### config.mk
export PLATFORM = sky130hd
export DESIGN_NAME = link_power_status_monitor
export DESIGN_NICKNAME = d
export VERILOG_FILES = /design/src/hdl/link_power_pkg.sv /design/src/hdl/link_power_status_monitor.sv
export SDC_FILE = /design/constraint.sdc
export NUM_CORES = 1
export LEC_CHECK = 0
export ABC_CLOCK_PERIOD_IN_PS = 1900
export BUFFER_PORTS_ARGS = -buffer_cell sky130_fd_sc_hd__buf_2
export CAP_MARGIN = 10
export CORE_MARGIN = 2
export CORE_UTILIZATION = 40
export DETAILED_ROUTE_END_ITERATION = 6
export PLACE_DENSITY_LB_ADDON = 0.15
export SYNTH_ARGS = -nofsm -noshare
export SYNTH_HDL_FRONTEND = slang
export SYNTH_SLANG_ARGS = --single-unit
export TNS_END_PERCENT = 30
### constraint.sdc
create_clock -name clock -period 1.9 [get_ports clock]
set_input_delay 0 -clock clock [delete_from_list [all_inputs] [get_ports clock]]
set_output_delay 0 -clock clock [all_outputs]
set_load 0.005 [all_outputs]
### src/hdl/link_power_pkg.sv
// Constants, register map and types for the link power status monitor
package link_power_pkg;
  localparam int CLK_PERIOD_NS = 100;
  localparam int SENSE_LOW_RESET_NS = 2600;
  localparam int SENSE_LOW_DISABLE_NS = 26000;
  localparam int SENSE_RESET_CYC_I = (SENSE_LOW_RESET_NS + CLK_PERIOD_NS - 1) / CLK_PERIOD_NS;
  localparam int SENSE_DIS_CYC_I = SENSE_LOW_DISABLE_NS / CLK_PERIOD_NS;
  localparam int LOW_CNT_W = 9;
  localparam logic [LOW_CNT_W-1:0] SENSE_RESET_CYC = LOW_CNT_W'(SENSE_RESET_CYC_I);
  localparam logic [LOW_CNT_W-1:0] SENSE_DIS_CYC = LOW_CNT_W'(SENSE_DIS_CYC_I);
  localparam int ADDR_W = 4;
  localparam logic [ADDR_W-1:0] CTRL_OFFSET = 4'h0;
  localparam logic [ADDR_W-1:0] PORT_CFG_OFFSET = 4'h4;
  localparam logic [ADDR_W-1:0] STATUS_OFFSET = 4'h8;
  // Control register fields
  localparam int CTRL_LINK_ACTIVE_BIT = 0;
  localparam logic CTRL_LINK_ACTIVE_RST = 1'b1;
  // Port config: three fields of one bit per port, each field 8 bits apart
  localparam int PCFG_DISABLED_POS = 0;
  localparam int PCFG_HARD_POS = 8;
  localparam int PCFG_SLEEP_EN_POS = 16;
  // Status fields
  localparam int STAT_SENSE_BIT = 0;
  localparam int STAT_SELFID_BIT = 1;
  localparam int STAT_STATE_POS = 4;
  localparam int STAT_CABLE_DIS_POS = 8;
  localparam int STAT_ALL_DIS_BIT = 16;
  localparam logic [1:0] RESP_OKAY = 2'h0;
  localparam logic [1:0] RESP_SLVERR = 2'h2;

  typedef enum logic [2:0] {
    IF_ACTIVE = 3'h1,
    IF_LP_RESET = 3'h2,
    IF_LP_DISABLED = 3'h4
  } ifState_t;

  typedef struct packed {
    logic disconnected;
    logic asleep;
    logic dsConnected;
    logic active;
    logic dcConnected;
  } portStatus_t;
endpackage

### src/hdl/link_power_status_monitor.sv
// Link power sense monitor, PHY-link interface state and cable-power control
`timescale 1ns/1ps
module link_power_status_monitor #(
  parameter int NPORTS = 3
) (
  input wire logic clock,
  input wire logic nrst,
  input wire logic linkPowerSense,
  input wire logic linkServiceRequest,
  input wire logic wideLinkModeSelect,
  input wire logic [1:0] ctlFromCore,
  input wire logic [7:0] dataFromCore,
  input wire link_power_pkg::portStatus_t [NPORTS-1:0] portStatus,
  output logic [1:0] interfaceControlLines,
  output logic [7:0] interfaceData,
  output logic requestToCore,
  output logic interfaceClockRun,
  output logic interfaceClockFast,
  output logic selfIdLinkActive,
  output logic [NPORTS-1:0] cablePowerDisable,
  input wire logic awvalid,
  output logic awready,
  input wire logic [link_power_pkg::ADDR_W-1:0] awaddr,
  input wire logic [2:0] awprot,
  input wire logic wvalid,
  output logic wready,
  input wire logic [31:0] wdata,
  input wire logic [3:0] wstrb,
  output logic bvalid,
  input wire logic bready,
  output logic [1:0] bresp,
  input wire logic arvalid,
  output logic arready,
  input wire logic [link_power_pkg::ADDR_W-1:0] araddr,
  input wire logic [2:0] arprot,
  output logic rvalid,
  input wire logic rready,
  output logic [31:0] rdata,
  output logic [1:0] rresp
);
  import link_power_pkg::*;

  ////////////////////////////////////////////////////////////////////////////
  // State
  ifState_t state_q, state_d;
  logic [LOW_CNT_W-1:0] lowCnt_q, lowCnt_d;
  logic linkActiveCtl_q, linkActiveCtl_d;
  logic [NPORTS-1:0] portDisabled_q, portDisabled_d;
  logic [NPORTS-1:0] portHard_q, portHard_d;
  logic [NPORTS-1:0] portSleepEn_q, portSleepEn_d;
  logic [1:0] ctl_q, ctl_d;
  logic [7:0] data_q, data_d;
  logic clkRun_q, clkRun_d;
  logic clkFast_q, clkFast_d;
  logic selfId_q, selfId_d;
  logic [NPORTS-1:0] cableDis_q, cableDis_d;
  logic awHeld_q, awHeld_d;
  logic [ADDR_W-1:0] awAddr_q, awAddr_d;
  logic wHeld_q, wHeld_d;
  logic [31:0] wData_q, wData_d;
  logic [3:0] wStrb_q, wStrb_d;
  logic bvalid_q, bvalid_d;
  logic [1:0] bresp_q, bresp_d;
  logic rvalid_q, rvalid_d;
  logic [31:0] rdata_q, rdata_d;
  logic [1:0] rresp_q, rresp_d;
  logic senseActive;
  logic [31:0] statusWord;

  function automatic logic mapped(input logic [ADDR_W-1:0] a);
    return a == CTRL_OFFSET || a == PORT_CFG_OFFSET || a == STATUS_OFFSET;
  endfunction

  ////////////////////////////////////////////////////////////////////////////
  // Power sense filtering and interface state
  // Input sampled once per 100 ns cycle, so a high shorter than that may be missed
  assign senseActive = linkPowerSense || (lowCnt_q <= SENSE_RESET_CYC);

  always_comb begin
    lowCnt_d = lowCnt_q;
    state_d = state_q;
    if (linkPowerSense) begin
      lowCnt_d = '0;
      state_d = IF_ACTIVE;
    end else begin
      if (lowCnt_q <= SENSE_DIS_CYC) begin
        lowCnt_d = lowCnt_q + 1'b1; // Saturates just past the disable limit
      end
      if (lowCnt_q > SENSE_DIS_CYC) begin
        state_d = IF_LP_DISABLED;
      end else if (lowCnt_q > SENSE_RESET_CYC) begin
        state_d = IF_LP_RESET;
      end
    end
  end

  ////////////////////////////////////////////////////////////////////////////
  // Interface outputs, self-ID state and cable power
  always_comb begin
    ctl_d = '0;
    data_d = '0;
    clkRun_d = 1'b1;
    clkFast_d = wideLinkModeSelect;
    if (state_q == IF_ACTIVE) begin
      ctl_d = ctlFromCore;
      data_d = dataFromCore;
    end
    if (state_q == IF_LP_DISABLED) begin
      clkRun_d = 1'b0;
    end
    selfId_d = senseActive && linkActiveCtl_q;
    for (int p = 0; p < NPORTS; p++) begin
      cableDis_d[p] = portStatus[p].disconnected || portStatus[p].asleep
        || (portStatus[p].dsConnected && !portStatus[p].active);
      cableDis_d[p] = cableDis_d[p] || (portDisabled_q[p] && portHard_q[p])
        || (portDisabled_q[p] && portSleepEn_q[p]);
      // Dc-connected or active ports keep power unless software disabled them with hard or sleep enable also set
      if ((portStatus[p].dcConnected || portStatus[p].active)
          && !(portDisabled_q[p] && (portHard_q[p] || portSleepEn_q[p]))) begin
        cableDis_d[p] = 1'b0;
      end
    end
  end

  // Request only forwarded while the interface is active
  assign requestToCore = linkServiceRequest && (state_q == IF_ACTIVE);
  assign interfaceControlLines = ctl_q;
  assign interfaceData = data_q;
  assign interfaceClockRun = clkRun_q;
  assign interfaceClockFast = clkFast_q;
  assign selfIdLinkActive = selfId_q;
  assign cablePowerDisable = cableDis_q;

  ////////////////////////////////////////////////////////////////////////////
  // AXI4-Lite register slave
  always_comb begin
    statusWord = '0;
    statusWord[STAT_SENSE_BIT] = senseActive;
    statusWord[STAT_SELFID_BIT] = selfId_q;
    statusWord[STAT_STATE_POS +: 3] = state_q;
    statusWord[STAT_CABLE_DIS_POS +: NPORTS] = cableDis_q;
    statusWord[STAT_ALL_DIS_BIT] = &cableDis_q;
  end

  assign awready = !awHeld_q && !bvalid_q;
  assign wready = !wHeld_q && !bvalid_q;
  assign arready = !rvalid_q;

  always_comb begin
    logic [ADDR_W-1:0] wa;
    logic [31:0] wd;
    logic [3:0] ws;
    wa = awHeld_q ? awAddr_q : awaddr;
    wd = wHeld_q ? wData_q : wdata;
    ws = wHeld_q ? wStrb_q : wstrb;
    awHeld_d = awHeld_q;
    awAddr_d = awAddr_q;
    wHeld_d = wHeld_q;
    wData_d = wData_q;
    wStrb_d = wStrb_q;
    bvalid_d = bvalid_q;
    bresp_d = bresp_q;
    rvalid_d = rvalid_q;
    rdata_d = rdata_q;
    rresp_d = rresp_q;
    linkActiveCtl_d = linkActiveCtl_q;
    portDisabled_d = portDisabled_q;
    portHard_d = portHard_q;
    portSleepEn_d = portSleepEn_q;
    if (awvalid && awready) begin
      awHeld_d = 1'b1;
      awAddr_d = awaddr;
    end
    if (wvalid && wready) begin
      wHeld_d = 1'b1;
      wData_d = wdata;
      wStrb_d = wstrb;
    end
    if (bvalid_q && bready) begin
      bvalid_d = 1'b0;
    end
    if ((awHeld_q || (awvalid && awready)) && (wHeld_q || (wvalid && wready))
        && !bvalid_q) begin
      awHeld_d = 1'b0;
      wHeld_d = 1'b0;
      bvalid_d = 1'b1;
      bresp_d = mapped(wa) ? RESP_OKAY : RESP_SLVERR;
      if (wa == CTRL_OFFSET && ws[0]) begin
        linkActiveCtl_d = wd[CTRL_LINK_ACTIVE_BIT];
      end
      if (wa == PORT_CFG_OFFSET) begin
        if (ws[0]) portDisabled_d = wd[PCFG_DISABLED_POS +: NPORTS];
        if (ws[1]) portHard_d = wd[PCFG_HARD_POS +: NPORTS];
        if (ws[2]) portSleepEn_d = wd[PCFG_SLEEP_EN_POS +: NPORTS];
      end
    end
    if (rvalid_q && rready) begin
      rvalid_d = 1'b0;
    end
    if (arvalid && arready) begin
      rvalid_d = 1'b1;
      rdata_d = '0;
      rresp_d = mapped(araddr) ? RESP_OKAY : RESP_SLVERR;
      if (araddr == CTRL_OFFSET) begin
        rdata_d[CTRL_LINK_ACTIVE_BIT] = linkActiveCtl_q;
      end
      if (araddr == PORT_CFG_OFFSET) begin
        rdata_d[PCFG_DISABLED_POS +: NPORTS] = portDisabled_q;
        rdata_d[PCFG_HARD_POS +: NPORTS] = portHard_q;
        rdata_d[PCFG_SLEEP_EN_POS +: NPORTS] = portSleepEn_q;
      end
      if (araddr == STATUS_OFFSET) begin
        rdata_d = statusWord;
      end
    end
  end

  assign bvalid = bvalid_q;
  assign bresp = bresp_q;
  assign rvalid = rvalid_q;
  assign rdata = rdata_q;
  assign rresp = rresp_q;

  ////////////////////////////////////////////////////////////////////////////
  // Registers
  // Counter starts saturated so the interface wakes only on a sensed high
  always_ff @(posedge clock or negedge nrst) begin
    if (!nrst) begin
      state_q <= IF_LP_DISABLED;
      lowCnt_q <= SENSE_DIS_CYC + 1'b1;
      linkActiveCtl_q <= CTRL_LINK_ACTIVE_RST;
      portDisabled_q <= '0;
      portHard_q <= '0;
      portSleepEn_q <= '0;
      ctl_q <= '0;
      data_q <= '0;
      clkRun_q <= 1'b0;
      clkFast_q <= 1'b0;
      selfId_q <= 1'b0;
      cableDis_q <= '1;
      awHeld_q <= 1'b0;
      awAddr_q <= '0;
      wHeld_q <= 1'b0;
      wData_q <= '0;
      wStrb_q <= '0;
      bvalid_q <= 1'b0;
      bresp_q <= RESP_OKAY;
      rvalid_q <= 1'b0;
      rdata_q <= '0;
      rresp_q <= RESP_OKAY;
    end else begin
      state_q <= state_d;
      lowCnt_q <= lowCnt_d;
      linkActiveCtl_q <= linkActiveCtl_d;
      portDisabled_q <= portDisabled_d;
      portHard_q <= portHard_d;
      portSleepEn_q <= portSleepEn_d;
      ctl_q <= ctl_d;
      data_q <= data_d;
      clkRun_q <= clkRun_d;
      clkFast_q <= clkFast_d;
      selfId_q <= selfId_d;
      cableDis_q <= cableDis_d;
      awHeld_q <= awHeld_d;
      awAddr_q <= awAddr_d;
      wHeld_q <= wHeld_d;
      wData_q <= wData_d;
      wStrb_q <= wStrb_d;
      bvalid_q <= bvalid_d;
      bresp_q <= bresp_d;
      rvalid_q <= rvalid_d;
      rdata_q <= rdata_d;
      rresp_q <= rresp_d;
    end
  end
endmodule

# Word level (Yosys, flattened, before mapping)
# Index checks and enable logic that the tools add are counted.
totals:
  register_bits: 104
  inputBits: 85
op_classes:
  add_sub_neg: 1
  n_lt_le_gt_ge: 4
  eq_ne: 6
  muxes: 29
  reduce_logical: 75
op_table:
  columns: ["op", "count"]
  rows:
  - ["2-to-1 mux 19 bit", 2]
  - ["logical AND 1 bit", 27]
  - ["logical OR 1 bit", 25]
  - ["2-to-1 mux 3 bit", 7]
  - ["2-to-1 mux 9 bit", 2]
  - ["2-to-1 mux 1 bit", 13]
  - ["AND reduction 3 bit", 4]
  - ["zero test 1 bit", 10]
  - ["nonzero test 2 bit", 5]
  - ["adder 9 x 1 -> 9 bit (second input constant)", 1]
  - ["greater-than comparator 9 x 5 -> 1 bit (second input constant)", 1]
  - ["greater-than comparator 9 bit (second input constant)", 1]
  - ["less-or-equal comparator 9 x 5 -> 1 bit (second input constant)", 1]
  - ["less-or-equal comparator 9 bit (second input constant)", 1]
  - ["equality test 4 x 3 -> 1 bit (second input constant)", 2]
  - ["equality test 4 bit (second input constant)", 2]
  - ["zero test 4 bit", 2]
  - ["2-to-1 mux 8 bit", 1]
  - ["2-to-1 mux 2 bit", 3]
  - ["2-to-1 mux 4 bit", 1]
  - ["equality test 3 x 1 -> 1 bit (second input constant)", 1]
  - ["equality test 3 bit (second input constant)", 1]
  - ["nonzero test 3 bit", 1]
  - ["AND reduction 2 bit", 1]

# Depth between registers and ports, before layout
logic_depth:
  ltp_word: 7
  mapped_depth: 6
  mapped_depth_nobuf: 6

# Least setup slack after synthesis
# No wires, ideal clock.
synth_timing:
  path_type: "register -> register"
  start: "register lowCnt_q[5]"
  end: "register lowCnt_q[3]"
  setup_ns: 0.078
  t_arrival_ns: 1.706
  t_required_ns: 1.822
  setup_slack_ns: 0.115
  path_stages_with_launch: 5
  n_path_buf: 0
  period_less_slack_ns: 1.785
  path_cell_list: "dfrtp_1 > or3_4 > o41a_4 > or3_1 > a21oi_1"
synth_between:
  elab_chain_cells: 2
synth_rtl:
  columns: ["item", "line", "source"]
  rows:
  - ["from (decl)", "link_power_status_monitor.sv:46", "logic [LOW_CNT_W-1:0] lowCnt_q, lowCnt_d;"]
  - ["from (signal assigned)", "link_power_status_monitor.sv:230", "lowCnt_q <= SENSE_DIS_CYC + 1'b1;"]
  - ["from (signal assigned)", "link_power_status_monitor.sv:253", "lowCnt_q <= lowCnt_d;"]
  - ["less-or-equal comparator 9 bit", "link_power_status_monitor.sv:86", "if (lowCnt_q <= SENSE_DIS_CYC) begin"]
  - ["nonzero test 2 bit (no line)", null, null]
# Every way passes these cells.
# A chain may end at the register's enable or synchronous reset.

# Final worst setup path
# Ends and elaborated chain as after synthesis.

==> flow_metrics.tcl <==
set metrics [dict create \
    fmax_mhz 549.6 \
    p_leak_nw 2.068 \
    drive_above_1_share_pct 40.05 \
    outcome "complete, no violations" \
    drv_slew 0 \
    yosysSeqAreaShare_pct 54.35 \
    via_per_inst 4.741 \
    yosys.area_share.simple_pct 13.74 \
    nets 514 \
    skew_ns 0.005331 \
    post-dp-hpwl_um 4725 \
    max-vdd-ir-drop_v 0.0004624 \
    dr_total_vias 2546 \
    synthAdderAreaFrac_pct 0.7508 \
    tns_ns 0 \
    path_class "reg -> reg" \
    grt_busiest_layer "met2" \
    crit_chain "or3_4, o41a_4, or3_1, a21oi_1" \
    clock_latency_ns 0.34 \
    critPathMaxStageDelay_ns 0.44 \
    synth_top_cell_area_share_pct 48.05 \
    syn_inst 286 \
    synth_compound_area_share_pct 8.859 \
    synth_area_per_cell_sq_um 11.65 \
    yosysTopAreaCell "dfrtp_1" \
    min_period_ns 1.820 \
    critPathBufInv 0 \
    cp_top_family "simple AND/OR/NAND/NOR gates" \
    cts_tree "yes" \
    finalHoldViolCount 0 \
    ys.flop_type "dfrtp_1" \
    multi_input_area_sq_mm 0.001374 \
    seq_area_sq_mm 0.001812 \
    die_y_um 95.29 \
    drt_iter0_markers 105 \
    worstPathMaxFanout 4 \
    nFillCells 729 \
    crit_path_end_kind "flop" \
    h-tree-depth 3 \
    start_util_pct 40.98 \
    wl_per_cell_um 12.88 \
    overflow 0 \
    port_buffers 90 \
    arrival_ns 2.08 \
    cts_buffer_depth 2 \
    syn_area_sq_mm 0.003333 \
    grt_util_met3_pct 5.296 \
    ys_warn_count 0 \
    yosys-top-cells-area "dfrtp_1 48%, mux2_2 13%, dfstp_2 6.3%" \
    async_flop_share_pct 100.0 \
    core.rowCount 33 \
    clockRootBuffer "clkbuf_8" \
    final_common_cell "buf_2" \
    antenna_found_initial 0 \
    synth_mux_area_share_pct 14.08 \
    coreArea_sq_mm 0.008134 \
    first_global_vias 2529 \
    grt_pass1_wl_um 11140 \
    area_growth_pct 34.42 \
    yosysUniqueCellTypes 45 \
    antenna_cells 0 \
    grt_use_total_pct 16.05 \
    clkTransAtPathRegs_ns 0.07 \
    setup_viol_count_final 0 \
    gp_congestion 0.8228 \
    min_path_type "in -> reg" \
    total_power_w 0.004591 \
    fp.dieW_um 95.29 \
    cpMaxStageDelayCell "o41a_4" \
    hold-worst-slack_ns 0.01840 \
    cts_resized 0 \
    io_pins 143 \
    met2_usage_pct 28.64 \
    synth-seq-cells 72 \
    rsz0062_at_grt "no" \
    critPathLaunchType "flop" \
    drt-total-wl_um 6915 \
    die_area_sq_mm 0.009079 \
    synth-edff-count 0 \
    cts_buffers 9 \
    max_cap_viol_count 0 \
    powerDensity_mw_per_mm2 1025 \
    drt_pass1_iterations 4 \
    critPathRequiredTime_ns 2.16 \
    final_cell_mix "90 x buf_2, 64 x dfrtp_1, 39 x mux2_2, 39 x dlygate4sd3_1, 24 x nand2_1" \
    synth-xor-area-share_pct 1.314 \
    drc 0 \
    final_antenna_net_count 0 \
    grt_max_degree 73 \
    synth_top_family_by_area "multiplexers" \
    finalCritPeriodShare_pct 95.77 \
    grtUsageMet1_pct 17.70 \
    clock_sinks 72 \
]
==> cell usage after synthesis, types with 2 or more instances <==
master / n
a22oi_1: 4
clkbuf_1: 8
or3_1: 3
mux2_2: 39
dfrtp_1: 64
a211oi_1: 2
xnor2_1: 4
o21ai_0: 21
ha_1: 2
nor2_1: 16
nor3b_1: 3
nor4b_2: 2
a21o_1: 2
mux2i_1: 3
nand3_2: 3
dfstp_2: 8
nor3_1: 5
buf_4: 22
a21oi_1: 4
nand2_1: 24
inv_1: 6
o31ai_1: 3
nor2b_1: 4
and2_1: 12
o21a_1: 2
==> cells by family after synthesis <==
group	after synthesis
other	1
DFF	72
adders and majority gates	2
xor gates and xnor gates	5
muxes	42
and+or+nand+nor	82
AOI/OAI and AO/OA	44
buffers and inverters	38
==> path summary, 6_finish.rpt <==
kind | startpoint | end | slack, ns | cells after the start
max | lowCnt_q[5] | lowCnt_q[3] | 0.08 | 4
min in group asynchronous | nrst | awAddr_q[0] | 0.20 | 3
min | araddr[1] | rdata[0] | 0.02 | 4
min reg2reg | state_q[2] | interfaceClockRun | 0.47 | 1
max reg2reg | lowCnt_q[5] | lowCnt_q[3] | 0.08 | 4
max in group asynchronous | nrst | cablePowerDisable[1] | 1.34 | 3
==> per-layer routing <==
layer	wire length [um]	part of all wire, %	vias up
li1	-	-	1231
met1	2870	42	1212
met2	3406	49	92
met3	506	7.3	11
met4	131	1.9	0
met5	0	0	-
==> state kept, by name, indices dropped and copies added, names as in the netlist, 4 cells and up <==
name,flops
rdata,12
lowCnt_q,9
interfaceData,8
wData_q,9
awAddr_q,4
==> layout make-up <==
type	instances	area share, %
multi-input combinational	197	30.66
inverter	6	0.5027
timing repair buffer	141	21.06
tap	105	2.932
clock inverter	5	1.257
sequential	72	40.44
clock buffer	11	3.156
==> stage by stage <==
| stage | util (%) | instances | instance area (sq um) | setup WS [ns] |
|---|---|---|---|---|
| after global placement | 47.76 | 481 | 3885 | 0.1213 |
| final | 55.08 | 537 | 4481 | 0.08039 |
| after detailed placement | 47.76 | 481 | 3885 | 0.06816 |
| after floorplan | - | 307 | 3412 | 0.1153 |
| after global routing | 55.08 | 537 | 4481 | 0.005110 |
| after CTS | 54.99 | 536 | 4473 | 0.06831 |
==> power by group <==
group / internal, W / switching, W
Sequential: 0.00192 / 0.000244
Clock: 0.000641 / 0.000566
Combinational: 0.000730 / 0.000491
==> repair_timing <==
action | in CTS | in global routing
setup buffers | 0 | 1
endpoints found under the setup margin | 0 | 1
hold buffers | 39 | 0
hold endpoints to repair | 109 | 0
==> tightest hold or removal path, cell delays in order <==
cell and delay [ns]:
buf_2 0.13, nor3_1 0.06, nand2_1 0.06, o21ai_0 0.06
No activity file was read; power rests on OpenSTA's default activity.
